--- src/pkg/fpci_consts.svh ---
// Constants for the floating-point coprocessor integer-unit interface.
`ifndef FPCI_CONSTS_SVH
`define FPCI_CONSTS_SVH
`define FPCI_CC_EQUAL       2'h0
`define FPCI_CC_LESS        2'h1
`define FPCI_CC_GREATER     2'h2
`define FPCI_CC_UNORDERED   2'h3
`define FPCI_RESET_MIN_CYC  8
`define FPCI_PIN_IDLE       12'h07E
`define FPCI_OPF_LSB        5
`define FPCI_OPF_MSB        13
`define FPCI_OP3_LSB        19
`define FPCI_OP3_MSB        24
`define FPCI_OP3_FPOP1      6'h34
`define FPCI_OP3_FPOP2      6'h35
`define FPCI_OPF_FCMPS      9'h051
`define FPCI_OPF_FCMPES     9'h055
`define FPCI_OPF_FCMPD      9'h052
`define FPCI_OPF_FCMPED     9'h056
`define FPCI_OPF_FSMULD     9'h069
`define FPCI_OPF_FDMULX     9'h06E
`define FPCI_OPF_EXT_LOW    2'h3
`define FPCI_DWORD_MASK     32'h00000007
`define FPCI_WORD_MASK      32'h00000003
`endif

--- src/pkg/fpci_pkg.sv ---
// Types for the floating-point coprocessor integer-unit interface.
package fpci_pkg;
  typedef enum logic [1:0] {
    FPCI_EXE_IDLE  = 2'b00,
    FPCI_EXE_BUSY  = 2'b01,
    FPCI_EXE_STORE = 2'b10,
    FPCI_EXE_WAIT  = 2'b11
  } fpci_exe_t;
endpackage : fpci_pkg

--- src/rtl/fpci_iu_interface.sv ---
// Pin-level interface logic between the FP coprocessor, integer unit, peer and memory.
//
// Behaviour
// - Presence output is driven low at all times while the unit is fitted.
// - Condition code encodes equal, less, greater and unordered as 00, 01, 10, 11.
// - Condition-valid drops while a compare is pending, returns when it completes.
// - Decode-stage dependency conflict raises hold output on the following cycle.
// - Exception request stays asserted until acknowledge is sampled, then drops.
// - Fetch strobe loads bus into newer buffer, shifting old newer into older.
// - Newer-buffer dispatch loads newer buffer into the execute instruction register.
// - Older-buffer dispatch loads older buffer into the execute instruction register.
// - Flush discards instruction registers and stops store driving; queue untouched.
// - Peer hold passes a transparent latch and freezes the pipeline that cycle.
// - Peer condition-valid passes a transparent latch; low means a wait state.
// - Instruction address goes to decode address register, then newer address on fetch.
// - Store data drives the bus unlatched only during floating-point stores.
// - Doubleword stores off 8-byte and word stores off 4-byte boundaries flag an alignment error.
// - All data drivers are off while the data output enable is high.
// - Either memory hold input freezes the pipeline.
// - Memory data strobe loads bus data while the pipeline is held.
// - Extended-precision and mixed products trap as unimplemented.
// - Reset held eight cycles clears the pipeline and writable status fields.
`timescale 1ns/10ps
`include "fpci_consts.svh"

module fpci_iu_interface (
  input  wire logic        clock_i,                  // 200 MHz clock.
  input  wire logic        srst_i,                   // Synchronous reset, active high.
  input  wire logic        clk_en_i,                 // Clock enable; low freezes state.
  input  wire logic [31:0] addr_i,                   // Address bus.
  input  wire logic [31:0] data_i,                   // Data bus as seen at the pins.
  input  wire logic        fetch_strobe_i,           // Instruction fetch strobe.
  input  wire logic        dispatch_newer_buf_i,     // Execute the newer buffer.
  input  wire logic        dispatch_older_buf_i,     // Execute the older buffer.
  input  wire logic        flush_i,                  // Flush instruction registers.
  input  wire logic        exception_ack_i,          // Trap acknowledge.
  input  wire logic        peer_hold_n_i,            // Peer coprocessor hold, low active.
  input  wire logic        peer_cond_valid_i,        // Peer condition valid.
  input  wire logic        mem_hold_a_n_i,           // Memory hold A, low active.
  input  wire logic        mem_hold_b_n_i,           // Memory hold B, low active.
  input  wire logic        bus_grant_hold_n_i,       // Bus grant hold, low active.
  input  wire logic        mem_data_strobe_n_i,      // Memory data strobe, low active.
  input  wire logic        data_out_enable_n_i,      // Data output enable, low active.
  input  wire logic        dep_conflict_i,           // Decode dependency conflict from core.
  input  wire logic        cmp_issue_i,              // A compare enters the queue.
  input  wire logic        cmp_done_i,               // Oldest pending compare completes.
  input  wire logic [1:0]  cmp_result_i,             // Result code of completing compare.
  input  wire logic        fp_exception_i,           // Floating-point exception event.
  input  wire logic        store_active_i,           // Store data phase in progress.
  input  wire logic        store_double_i,           // Store is a doubleword.
  input  wire logic [63:0] store_data_i,             // Register file store data.
  output logic             unit_present_n_o,         // Presence, low when fitted.
  output logic [1:0]       cond_code_o,              // Condition code.
  output logic             cond_code_valid_o,        // Condition code valid.
  output logic             dependency_hold_n_o,      // Dependency hold, low active.
  output logic             exception_req_n_o,        // Exception request, low active.
  output logic [31:0]      data_o,                   // Store data to bus.
  output logic             data_oe_o,                // High while driving the data bus.
  output logic [31:0]      exec_instr_o,             // Execute-stage instruction.
  output logic             exec_valid_o,             // Execute instruction is valid.
  output logic [31:0]      exec_addr_o,              // Address of execute instruction.
  output logic             unimpl_trap_o,            // Unimplemented-op trap, one pulse.
  output logic             align_err_o,              // Misaligned store, high each cycle the store is active.
  output logic             pipe_frozen_o,            // Pipeline was frozen the previous cycle.
  output logic             peer_wait_o,              // Waiting on peer condition valid.
  output logic [31:0]      load_data_o,              // Data caught by memory data strobe.
  output logic             load_valid_o              // Load data caught, one pulse.
);

  // ----------------------------------------------------------------
  // Pin synchronisers
  // ----------------------------------------------------------------
  logic [11:0] pin_s1_q, pin_s2_q, pin_s1_d;
  logic [31:0] addr_s1_q, addr_s2_q, data_s1_q, data_s2_q;

  // Collects the single-bit pins in a fixed order for the two-stage synchroniser.
  always_comb begin
    pin_s1_d = {fetch_strobe_i, dispatch_newer_buf_i, dispatch_older_buf_i, flush_i,
                exception_ack_i, peer_hold_n_i, peer_cond_valid_i, mem_hold_a_n_i,
                mem_hold_b_n_i, bus_grant_hold_n_i, mem_data_strobe_n_i,
                data_out_enable_n_i};
  end

  // Two flip-flops on the collected single-bit pins, address and data before any logic reads them.
  always_ff @(posedge clock_i) begin
    if (srst_i) begin
      pin_s1_q  <= `FPCI_PIN_IDLE;
      pin_s2_q  <= `FPCI_PIN_IDLE;
      addr_s1_q <= 32'h0;
      addr_s2_q <= 32'h0;
      data_s1_q <= 32'h0;
      data_s2_q <= 32'h0;
    end else if (clk_en_i) begin
      pin_s1_q  <= pin_s1_d;
      pin_s2_q  <= pin_s1_q;
      addr_s1_q <= addr_i;
      addr_s2_q <= addr_s1_q;
      data_s1_q <= data_i;
      data_s2_q <= data_s1_q;
    end
  end

  logic fetch_s, disp1_s, disp2_s, flush_s, ack_s, peer_hold_n_s, peer_cv_s;
  logic mhold_a_n_s, mhold_b_n_s, bus_grant_hold_n_n_s, mds_n_s, doe_n_s;
  assign {fetch_s, disp1_s, disp2_s, flush_s, ack_s, peer_hold_n_s, peer_cv_s,
          mhold_a_n_s, mhold_b_n_s, bus_grant_hold_n_n_s, mds_n_s, doe_n_s} = pin_s2_q;

  // ----------------------------------------------------------------
  // Peer latches and freeze
  // ----------------------------------------------------------------
  logic peer_hold_lat, peer_cv_lat, freeze;

  // Transparent latches modelled as a pass while the clock is enabled, forced to no hold and valid otherwise.
  assign peer_hold_lat = clk_en_i ? ~peer_hold_n_s : 1'b0;
  assign peer_cv_lat   = clk_en_i ? peer_cv_s : 1'b1;
  // Any hold source stops the pipeline in the cycle it is seen.
  assign freeze = peer_hold_lat | ~mhold_a_n_s | ~mhold_b_n_s | ~bus_grant_hold_n_n_s;

  // ----------------------------------------------------------------
  // Instruction buffers and execute register
  // ----------------------------------------------------------------
  logic [31:0] newer_buf_q, older_buf_q, decode_addr_reg_q, newer_buf_addr_reg_q;
  logic [31:0] older_addr_q, exec_instr_q, exec_addr_q;
  logic        exec_valid_q;
  logic [31:0] newer_buf_d, older_buf_d, decode_addr_reg_d, newer_buf_addr_reg_d;
  logic [31:0] older_addr_d, exec_instr_d, exec_addr_d;
  logic        exec_valid_d, ext_op, unimpl_d, unimpl_q;
  logic [5:0]  op3;
  logic [8:0]  opf;

  // Decodes the execute instruction for operations this unit does not implement.
  always_comb begin
    op3    = exec_instr_q[`FPCI_OP3_MSB:`FPCI_OP3_LSB];
    opf    = exec_instr_q[`FPCI_OPF_MSB:`FPCI_OPF_LSB];
    ext_op = (op3 == `FPCI_OP3_FPOP1 || op3 == `FPCI_OP3_FPOP2) &&
             (opf[1:0] == `FPCI_OPF_EXT_LOW || opf[3:2] == `FPCI_OPF_EXT_LOW ||
              opf == `FPCI_OPF_FSMULD || opf == `FPCI_OPF_FDMULX);
  end

  // Fetch shift, dispatch and flush of the instruction registers.
  always_comb begin
    newer_buf_d          = newer_buf_q;
    older_buf_d          = older_buf_q;
    decode_addr_reg_d    = addr_s2_q;
    newer_buf_addr_reg_d = newer_buf_addr_reg_q;
    older_addr_d         = older_addr_q;
    exec_instr_d         = exec_instr_q;
    exec_addr_d          = exec_addr_q;
    exec_valid_d         = exec_valid_q;
    unimpl_d             = 1'b0;
    if (!freeze) begin
      if (fetch_s) begin
        newer_buf_d          = data_s2_q;
        older_buf_d          = newer_buf_q;
        newer_buf_addr_reg_d = decode_addr_reg_q;
        older_addr_d         = newer_buf_addr_reg_q;
      end
      if (disp1_s) begin
        exec_instr_d = newer_buf_q;
        exec_addr_d  = newer_buf_addr_reg_q;
        exec_valid_d = 1'b1;
      end else if (disp2_s) begin
        exec_instr_d = older_buf_q;
        exec_addr_d  = older_addr_q;
        exec_valid_d = 1'b1;
      end else begin
        exec_valid_d = 1'b0;
      end
      unimpl_d = exec_valid_q && ext_op;
    end
    if (flush_s) begin
      exec_valid_d = 1'b0;
      unimpl_d     = 1'b0;
    end
  end

  // Registers the instruction path; reset clears the pipeline.
  always_ff @(posedge clock_i) begin
    if (srst_i) begin
      newer_buf_q          <= 32'h0;
      older_buf_q          <= 32'h0;
      decode_addr_reg_q    <= 32'h0;
      newer_buf_addr_reg_q <= 32'h0;
      older_addr_q         <= 32'h0;
      exec_instr_q         <= 32'h0;
      exec_addr_q          <= 32'h0;
      exec_valid_q         <= 1'b0;
      unimpl_q             <= 1'b0;
    end else if (clk_en_i) begin
      newer_buf_q          <= newer_buf_d;
      older_buf_q          <= older_buf_d;
      decode_addr_reg_q    <= decode_addr_reg_d;
      newer_buf_addr_reg_q <= newer_buf_addr_reg_d;
      older_addr_q         <= older_addr_d;
      exec_instr_q         <= exec_instr_d;
      exec_addr_q          <= exec_addr_d;
      exec_valid_q         <= exec_valid_d;
      unimpl_q             <= unimpl_d;
    end
  end

  // ----------------------------------------------------------------
  // Condition code, hold, exception and store control
  // ----------------------------------------------------------------
  logic [1:0]  cc_q, cc_d;
  logic [3:0]  cmp_pend_q, cmp_pend_d;
  logic        hold_q, hold_d, exc_q, exc_d, align_q, align_d;
  logic        load_v_q, load_v_d, wait_q, wait_d, frz_q, ccv_q, ccv_d;
  logic [31:0] dout_q, dout_d, load_q, load_d;
  logic        doe_q, doe_d;
  logic [1:0]  st_word_q, st_word_d;
  fpci_pkg::fpci_exe_t exe_q, exe_d;

  // Tracks pending compares, hold, exception handshake and the store data phase.
  always_comb begin
    cc_d       = cc_q;
    cmp_pend_d = cmp_pend_q;
    if (cmp_done_i && cmp_pend_q != 4'h0) begin
      cc_d       = cmp_result_i;
      cmp_pend_d = cmp_pend_q - 4'h1;
    end
    if (cmp_issue_i) begin
      cmp_pend_d = cmp_pend_d + 4'h1;
    end
    ccv_d = (cmp_pend_d == 4'h0);
    hold_d  = dep_conflict_i;
    // A new exception wins over the acknowledge clearing the old one.
    exc_d   = fp_exception_i | (exc_q & ~ack_s);
    wait_d  = ~peer_cv_lat;
    load_d  = load_q;
    load_v_d = 1'b0;
    if (freeze && !mds_n_s) begin
      load_d   = data_s2_q;
      load_v_d = 1'b1;
    end
    align_d = store_active_i && exe_q == fpci_pkg::FPCI_EXE_IDLE &&
              ((exec_addr_q & (store_double_i ? `FPCI_DWORD_MASK : `FPCI_WORD_MASK))
               != 32'h0);
    exe_d     = exe_q;
    st_word_d = st_word_q;
    case (exe_q)
      fpci_pkg::FPCI_EXE_IDLE: begin
        st_word_d = 2'h0;
        if (store_active_i && !align_d) begin
          exe_d = fpci_pkg::FPCI_EXE_STORE;
        end else if (!peer_cv_lat) begin
          exe_d = fpci_pkg::FPCI_EXE_WAIT;
        end
      end
      fpci_pkg::FPCI_EXE_STORE: begin
        if (!freeze) begin
          st_word_d = st_word_q + 2'h1;
        end
        if (!store_active_i || (!store_double_i && st_word_q != 2'h0) ||
            st_word_q == 2'h2) begin
          exe_d = fpci_pkg::FPCI_EXE_IDLE;
        end
      end
      fpci_pkg::FPCI_EXE_WAIT: begin
        if (peer_cv_lat) begin
          exe_d = fpci_pkg::FPCI_EXE_IDLE;
        end
      end
      default: begin
        exe_d = fpci_pkg::FPCI_EXE_IDLE;
      end
    endcase
    if (flush_s) begin
      exe_d = fpci_pkg::FPCI_EXE_IDLE;
    end
    // Store data leaves unlatched from the register file, upper word first.
    dout_d = (st_word_q == 2'h0) ? store_data_i[63:32] : store_data_i[31:0];
    doe_d  = exe_d == fpci_pkg::FPCI_EXE_STORE && !doe_n_s;
  end

  // Registers control state; reset clears pending compares and the handshake.
  always_ff @(posedge clock_i) begin
    if (srst_i) begin
      cc_q       <= `FPCI_CC_EQUAL;
      cmp_pend_q <= 4'h0;
      hold_q     <= 1'b0;
      exc_q      <= 1'b0;
      wait_q     <= 1'b0;
      load_q     <= 32'h0;
      load_v_q   <= 1'b0;
      align_q    <= 1'b0;
      exe_q      <= fpci_pkg::FPCI_EXE_IDLE;
      st_word_q  <= 2'h0;
      dout_q     <= 32'h0;
      doe_q      <= 1'b0;
      frz_q      <= 1'b0;
      ccv_q      <= 1'b1;
    end else if (clk_en_i) begin
      cc_q       <= cc_d;
      cmp_pend_q <= cmp_pend_d;
      hold_q     <= hold_d;
      exc_q      <= exc_d;
      wait_q     <= wait_d;
      load_q     <= load_d;
      load_v_q   <= load_v_d;
      align_q    <= align_d;
      exe_q      <= exe_d;
      st_word_q  <= st_word_d;
      dout_q     <= dout_d;
      doe_q      <= doe_d;
      frz_q      <= freeze;
      ccv_q      <= ccv_d;
    end
  end

  // Outputs straight from flip-flops, except presence, which is tied low.
  assign unit_present_n_o    = 1'b0;
  assign cond_code_o         = cc_q;
  assign cond_code_valid_o   = ccv_q;
  assign dependency_hold_n_o = ~hold_q;
  assign exception_req_n_o   = ~exc_q;
  assign data_o              = dout_q;
  assign data_oe_o           = doe_q;
  assign exec_instr_o        = exec_instr_q;
  assign exec_valid_o        = exec_valid_q;
  assign exec_addr_o         = exec_addr_q;
  assign unimpl_trap_o       = unimpl_q;
  assign align_err_o         = align_q;
  assign pipe_frozen_o       = frz_q;
  assign peer_wait_o         = wait_q;
  assign load_data_o         = load_q;
  assign load_valid_o        = load_v_q;

endmodule : fpci_iu_interface

--- config.mk ---
export PLATFORM = sky130hd
export DESIGN_NAME = fpci_iu_interface
export DESIGN_NICKNAME = d
export VERILOG_FILES = /design/src/pkg/fpci_pkg.sv /design/src/rtl/fpci_iu_interface.sv
export VERILOG_INCLUDE_DIRS = /design/src /design/src/pkg
export SDC_FILE = /design/constraint.sdc
export NUM_CORES = 1
export LEC_CHECK = 0
export BUFFER_PORTS_ARGS = -buffer_cell sky130_fd_sc_hd__buf_2
export CELL_PAD_IN_SITES_DETAIL_PLACEMENT = 0
export CELL_PAD_IN_SITES_GLOBAL_PLACEMENT = 1
export CORE_ASPECT_RATIO = 0.6
export CORE_UTILIZATION = 38
export CTS_CLUSTER_SIZE = 12
export DETAILED_ROUTE_END_ITERATION = 8
export GPL_TIMING_DRIVEN = 0
export PLACE_DENSITY = 0.73
export SLEW_MARGIN = 25
export SYNTH_ARGS = -nofsm -noshare
export SYNTH_HDL_FRONTEND = slang
export SYNTH_SLANG_ARGS = --single-unit
--- constraint.sdc ---
create_clock -name clock_i -period 2.31 [get_ports clock_i]
set_clock_uncertainty 0.1 [all_clocks]
set_input_delay 0.462 -clock clock_i [delete_from_list [all_inputs] [get_ports clock_i]]
set_output_delay 0.462 -clock clock_i [all_outputs]
set_load 0.05 [all_outputs]
# Yosys cells after proc, flatten, opt, wreduce, memory -nomap -nowiden
# Cells that the tools add are included.
# word_totals
ff_bits	460
out_inout_bits	141
wordCells	118
# op_classes
eq_ne	12
n_reduce_logical	34
mux	25
add_sub_neg	3
bitwise	15
# ops
operator	count
two-way mux 32 bit	5
AND 32 x 3 -> 32 bit	1
nonzero test 32 bit	1
equality test 9 x 7 -> 1 bit (second input constant)	2
equality test 2 bit (second input constant)	6
equality test 6 bit (second input constant)	2
two-way mux 2 bit	6
logical AND 1 bit	9
two-way mux 1 bit	9
NOT 1 bit	9
AND reduction 3 bit	3
two-way mux 4 bit	2
logical OR 1 bit	6
one-hot mux 2 bit (3 select lines)	1
AND reduction 2 bit	3
nonzero test 2 bit	3
logical NOT 1 bit	5
adder 4 x 1 -> 4 bit (second input constant)	1
logical NOT 2 bit	2
logical NOT 4 bit	1
!= test 2 bit (second input constant)	2
bitwise OR 1 bit	4
one-hot mux 2 bit (2 select lines)	1
nonzero test 4 bit	1
4 further kinds	4

# Longest topological paths before layout
# logic_depth
word_depth	11
ltp_mapped	11
mapped_depth_nobuf	11

# Least setup slack after synthesis
# OpenSTA, ideal clock, no wires.
# synth_timing
path_kind	reg-to-reg
start	register cmp_pend_q[0]
end	register ccv_q, in the netlist cond_code_valid_o
n_path_buf	0
path_stages_with_launch	11
t_arrival_ns	2.026
setup_slack_ns	0.060
required_ns	2.086
setup_ns	0.124
synth_period_minus_slack_ns	2.250
path_cell_list	dfxtp_1 > inv_1 > ha_1 > nor3b_1 > nor2b_1 > o22ai_1 > inv_1 > ha_1 > and4b_1 > a22oi_1 > o21ai_0
# synth_between
elab_chain_cells	6
# synth_lines
element	line	source
start: declaration	fpci_iu_interface.sv:206	logic [3:0] cmp_pend_q, cmp_pend_d;
start signal: assignment	fpci_iu_interface.sv:295	cmp_pend_q <= cmp_pend_d;
branches (longest 2 deep; another with subtractor 4 x 1 -> 4 bit)	--	
two-way mux 4 bit *	fpci_iu_interface.sv:218	if (cmp_done_i && cmp_pend_q != 4'h0) begin
adder 4 x 1 -> 4 bit	fpci_iu_interface.sv:223	cmp_pend_d = cmp_pend_d + 4'h1;
two-way mux 4 bit *	fpci_iu_interface.sv:222	if (cmp_issue_i) begin
logical NOT 4 bit *	fpci_iu_interface.sv:225	ccv_d = (cmp_pend_d == 4'h0);
end signal: assignment	fpci_iu_interface.sv:307	ccv_q <= ccv_d;
end: declaration	fpci_iu_interface.sv:208	logic load_v_q, load_v_d, wait_q, wait_d, frz_q, ccv_q, ccv_d;
# Mark *: on every way between the ends.
# A chain may end at the register's enable or synchronous reset.

# Worst setup path in the final report
# Same ends and word-level chain as after synthesis.

==> results.toml <==
[die]
start_util_pct = 39.1
coreArea_um2 = 44000
io_pins = 292
die-area_um2 = 46200
die-height_um = 167
die_w_um = 277
fp-row-count = 59

[power]
p_int_uw = 12500
pwr-share-clk_pct = 40.2
sw_frac_of_total_pct = 25.2
power-per-cell-area_nw_per_um2 = 806
power_frac_seq_pct = 49.8
switchingPower_uw = 4220
power_leakage_uw = 0.00862
peakVddDrop_mv = 0.424
pwr-share-comb_pct = 10.0
finalPower_uw = 16700

[synth]
synth-edff-count = 0
synthArstFlopShare_pct = 0
ys.flop_type = "dfxtp_1"
synthCells = 1867
synthTopCellsByArea = "dfxtp_1 54%, mux2i_1 16%, nand2_1 7.6%"
synth_common_cells = "460 x dfxtp_1, 347 x nand2_1, 283 x mux2i_1"
yosys_register_bits = 460
syn-num-nets = 2023
synth_area_leader_cell = "dfxtp_1"
yosysTopAreaCellShare_pct = 53.5
yosysSeqAreaShare_pct = 53.5
syn_area_per_cell_um2 = 9.22
yosysMostFrequentCell = "dfxtp_1"
yosysWarnings = 0
synth_area_um2 = 17200
synth_cell_types = 53

[clock_network]
cts_buffers = 45
cts_root_buf = "clkbuf_16"
clk_latency_ns = 0.55
cts_hold_buffers = 0
ctsHtreeMaxLevel = 2
cts_max_path_buffers = 3
clock-sinks = 460
clk_pin_slew_ns = 0.06
cts_tree = "built"

[route]
vias = 13922
routed_wl_um = 50200
detail_route.first_pass.iterations = 5
viasPerCell = 4.96
routedWlPerCell_um = 17.9
antenna_left = 0
drtIter0Drc = 882
drc_errors = 0

[timing]
rsz0062_at_grt = "true"
min_period_ns = 2.23
setup_viol = 0
max-slew-margin-rel_pct = 35.1
fin_crit_sh_pct = 96.3
hold_viol = 0
clock.fmax_mhz = 449
tightest_slew_ns = 0.974
final_max_slew_viol_count = 0

[final_layout]
final_util_pct = 47.2
syn2layout_area_growth_pct = 20.6
drive_gt1_share_pct = 18.7
final_nets = 2361

[grt]
grt_first_pass_wirelength_um = 76800
antenna_found_initial = 10
first_global_vias = 13304
gr-total-overflow = 0
grt_max_degree = 13
grt_usage_pct = 21.2

[placed_design]
gp_congestion = 0.826
dp_hpwl_um = 37300
portBuffers = 287

[hold_path]
hp-class = "input port to flip-flop"
hp-start = "mem_hold_a_n_i"

[worst_setup_path]
cp-startpoint = "cmp_pend_q[0]$_SDFFE_PP0P_"
timing.rr.start = "cmp_pend_q[0]$_SDFFE_PP0P_"
start_kind = "flip-flop"
crit_type = "flip-flop to flip-flop"
critPathCaptureType = "flip-flop"
cp_max_fo = 7
worstPathArrival_ns = 2.56
worst_ep_required_time_ns = 2.64

[run_status]
outcome = "finished, final reports clean"

[flow_run]
maxCapViolCount = 0
==> metrics by stage <==
stage	setup TNS [ns]	hold WS, ns	area, µm²	setup WS, ns	instances
3_5_place_dp	-76.76	0.345	19400	-0.650	2733
6_report	0	0.0337	20700	0.0848	2806
5_1_grt	-0.0668	0.0321	20700	-0.0668	2803
4_1_cts	0	0.00372	20700	0.00425	2796
3_3_place_gp	-74.72	0.340	19400	-0.619	2733
2_1_floorplan	0	0.331	17200	0.0605	1867
==> worst paths after layout <==
check	depth (start not counted)	slack, ns	end
max	10	0.08	cond_code_valid_o$_SDFFE_PP1P_
min	3	0.03	pin_s1_q[4]$_SDFFE_PP1P_
max reg2reg	10	0.08	cond_code_valid_o$_SDFFE_PP1P_
min reg2reg	2	0.35	load_data_o[13]$_SDFFE_PP0P_
==> layout make-up <==
class,instances,area (µm²)
repair buffers,291,1470
plain buffers,145,642
flip-flops and latches,460,9210
multi-input cells,1245,7350
clock inverters,2,13.8
well taps,579,724
inverters,17,63.8
diodes,6,15.0
fillers,4313,23200
clock buffers,61,1260
==> kinds of logic after synthesis <==
group                    Yosys count  share of synthesized area [%]
AND/OR/NAND/NOR                  655                           14.9
flip-flops                       460                           53.5
AO/OA/AOI/OAI                    297                           10.5
multiplexers                     283                           16.5
buffers and inverters            162                           4.04
adder cells (fa/ha/maj)            5                          0.364
XOR/XNOR                           4                          0.204
other                              1                         0.0218
==> repair_timing <==
| action | in CTS | in global routing |
|---|---|---|
| setup buffers | 0 | 4 |
| pin swaps | 0 | 1 |
| setup endpoints to repair | 34 | 54 |
| gates resized for setup | 8 | 11 |
==> cell usage in the layout, fill, tap and decap left out, drive strengths merged, types with 2 or more instances in the layout <==
cell type / synthesis / final
dfxtp: 460 / 460
buf: 62 / 351
nand2: 347 / 347
mux2i: 283 / 283
nor2: 279 / 279
a21oi: 170 / 170
clkbuf: 83 / 145
a211oi: 98 / 98
inv: 17 / 18
diode: 0 / 6
a22oi: 6 / 6
ha: 5 / 5
xnor2: 4 / 4
o21ai: 4 / 4
nor3: 4 / 4
nand3: 3 / 3
a211o: 3 / 3
nor4: 3 / 3
o211a: 2 / 2
or3: 2 / 2
o21bai: 2 / 2
nor2b: 2 / 2
o211ai: 2 / 2
o22ai: 2 / 2
==> state kept, by name, summed over array words and instances (netlist names), 2 cells and up <==
register	count
pin_s2_q	12
exec_addr_o	32
cmp_pend_q	4
st_word_q	2
older_addr_q	32
older_buf_q	32
exe_q	2
pin_s1_q	12
data_s2_q	32
newer_buf_addr_reg_q	32
addr_s2_q	32
data_o	32
newer_buf_q	32
addr_s1_q	32
cond_code_o	2
exec_instr_o	32
data_s1_q	32
load_data_o	32
decode_addr_reg_q	32
==> layer usage <==
metal / wire (µm) / vias to the layer above / global-route usage, %
li1: - / 6959 / -
met3: 2600 / 77 / 4.32
met4: 1210 / 4 / 6.50
met1: 24500 / 6564 / 29.7
met5: 31 / - / 0
met2: 21800 / 318 / 32.6
==> worst max-delay path: stages (launching register included) <==
cell,delay (ns)
dfxtp_2,0.35
inv_1,0.08
ha_2,0.21
nor3b_4,0.29
nor2b_4,0.09
o22ai_4,0.20
inv_1,0.07
ha_1,0.29
and4b_1,0.20
a22oi_2,0.16
o21ai_1,0.07
==> power groups by stage <==
stage	sequential (µW)	combinational (µW)	clock, µW
6_report	8330	1670	6720
5_1_grt	8350	1800	7210
4_1_cts	8320	1640	6890
3_5_place_dp	8500	1620	0
3_3_place_gp	8490	1590	0
2_1_floorplan	8770	790	0
(Power assumes the default switching activity.)
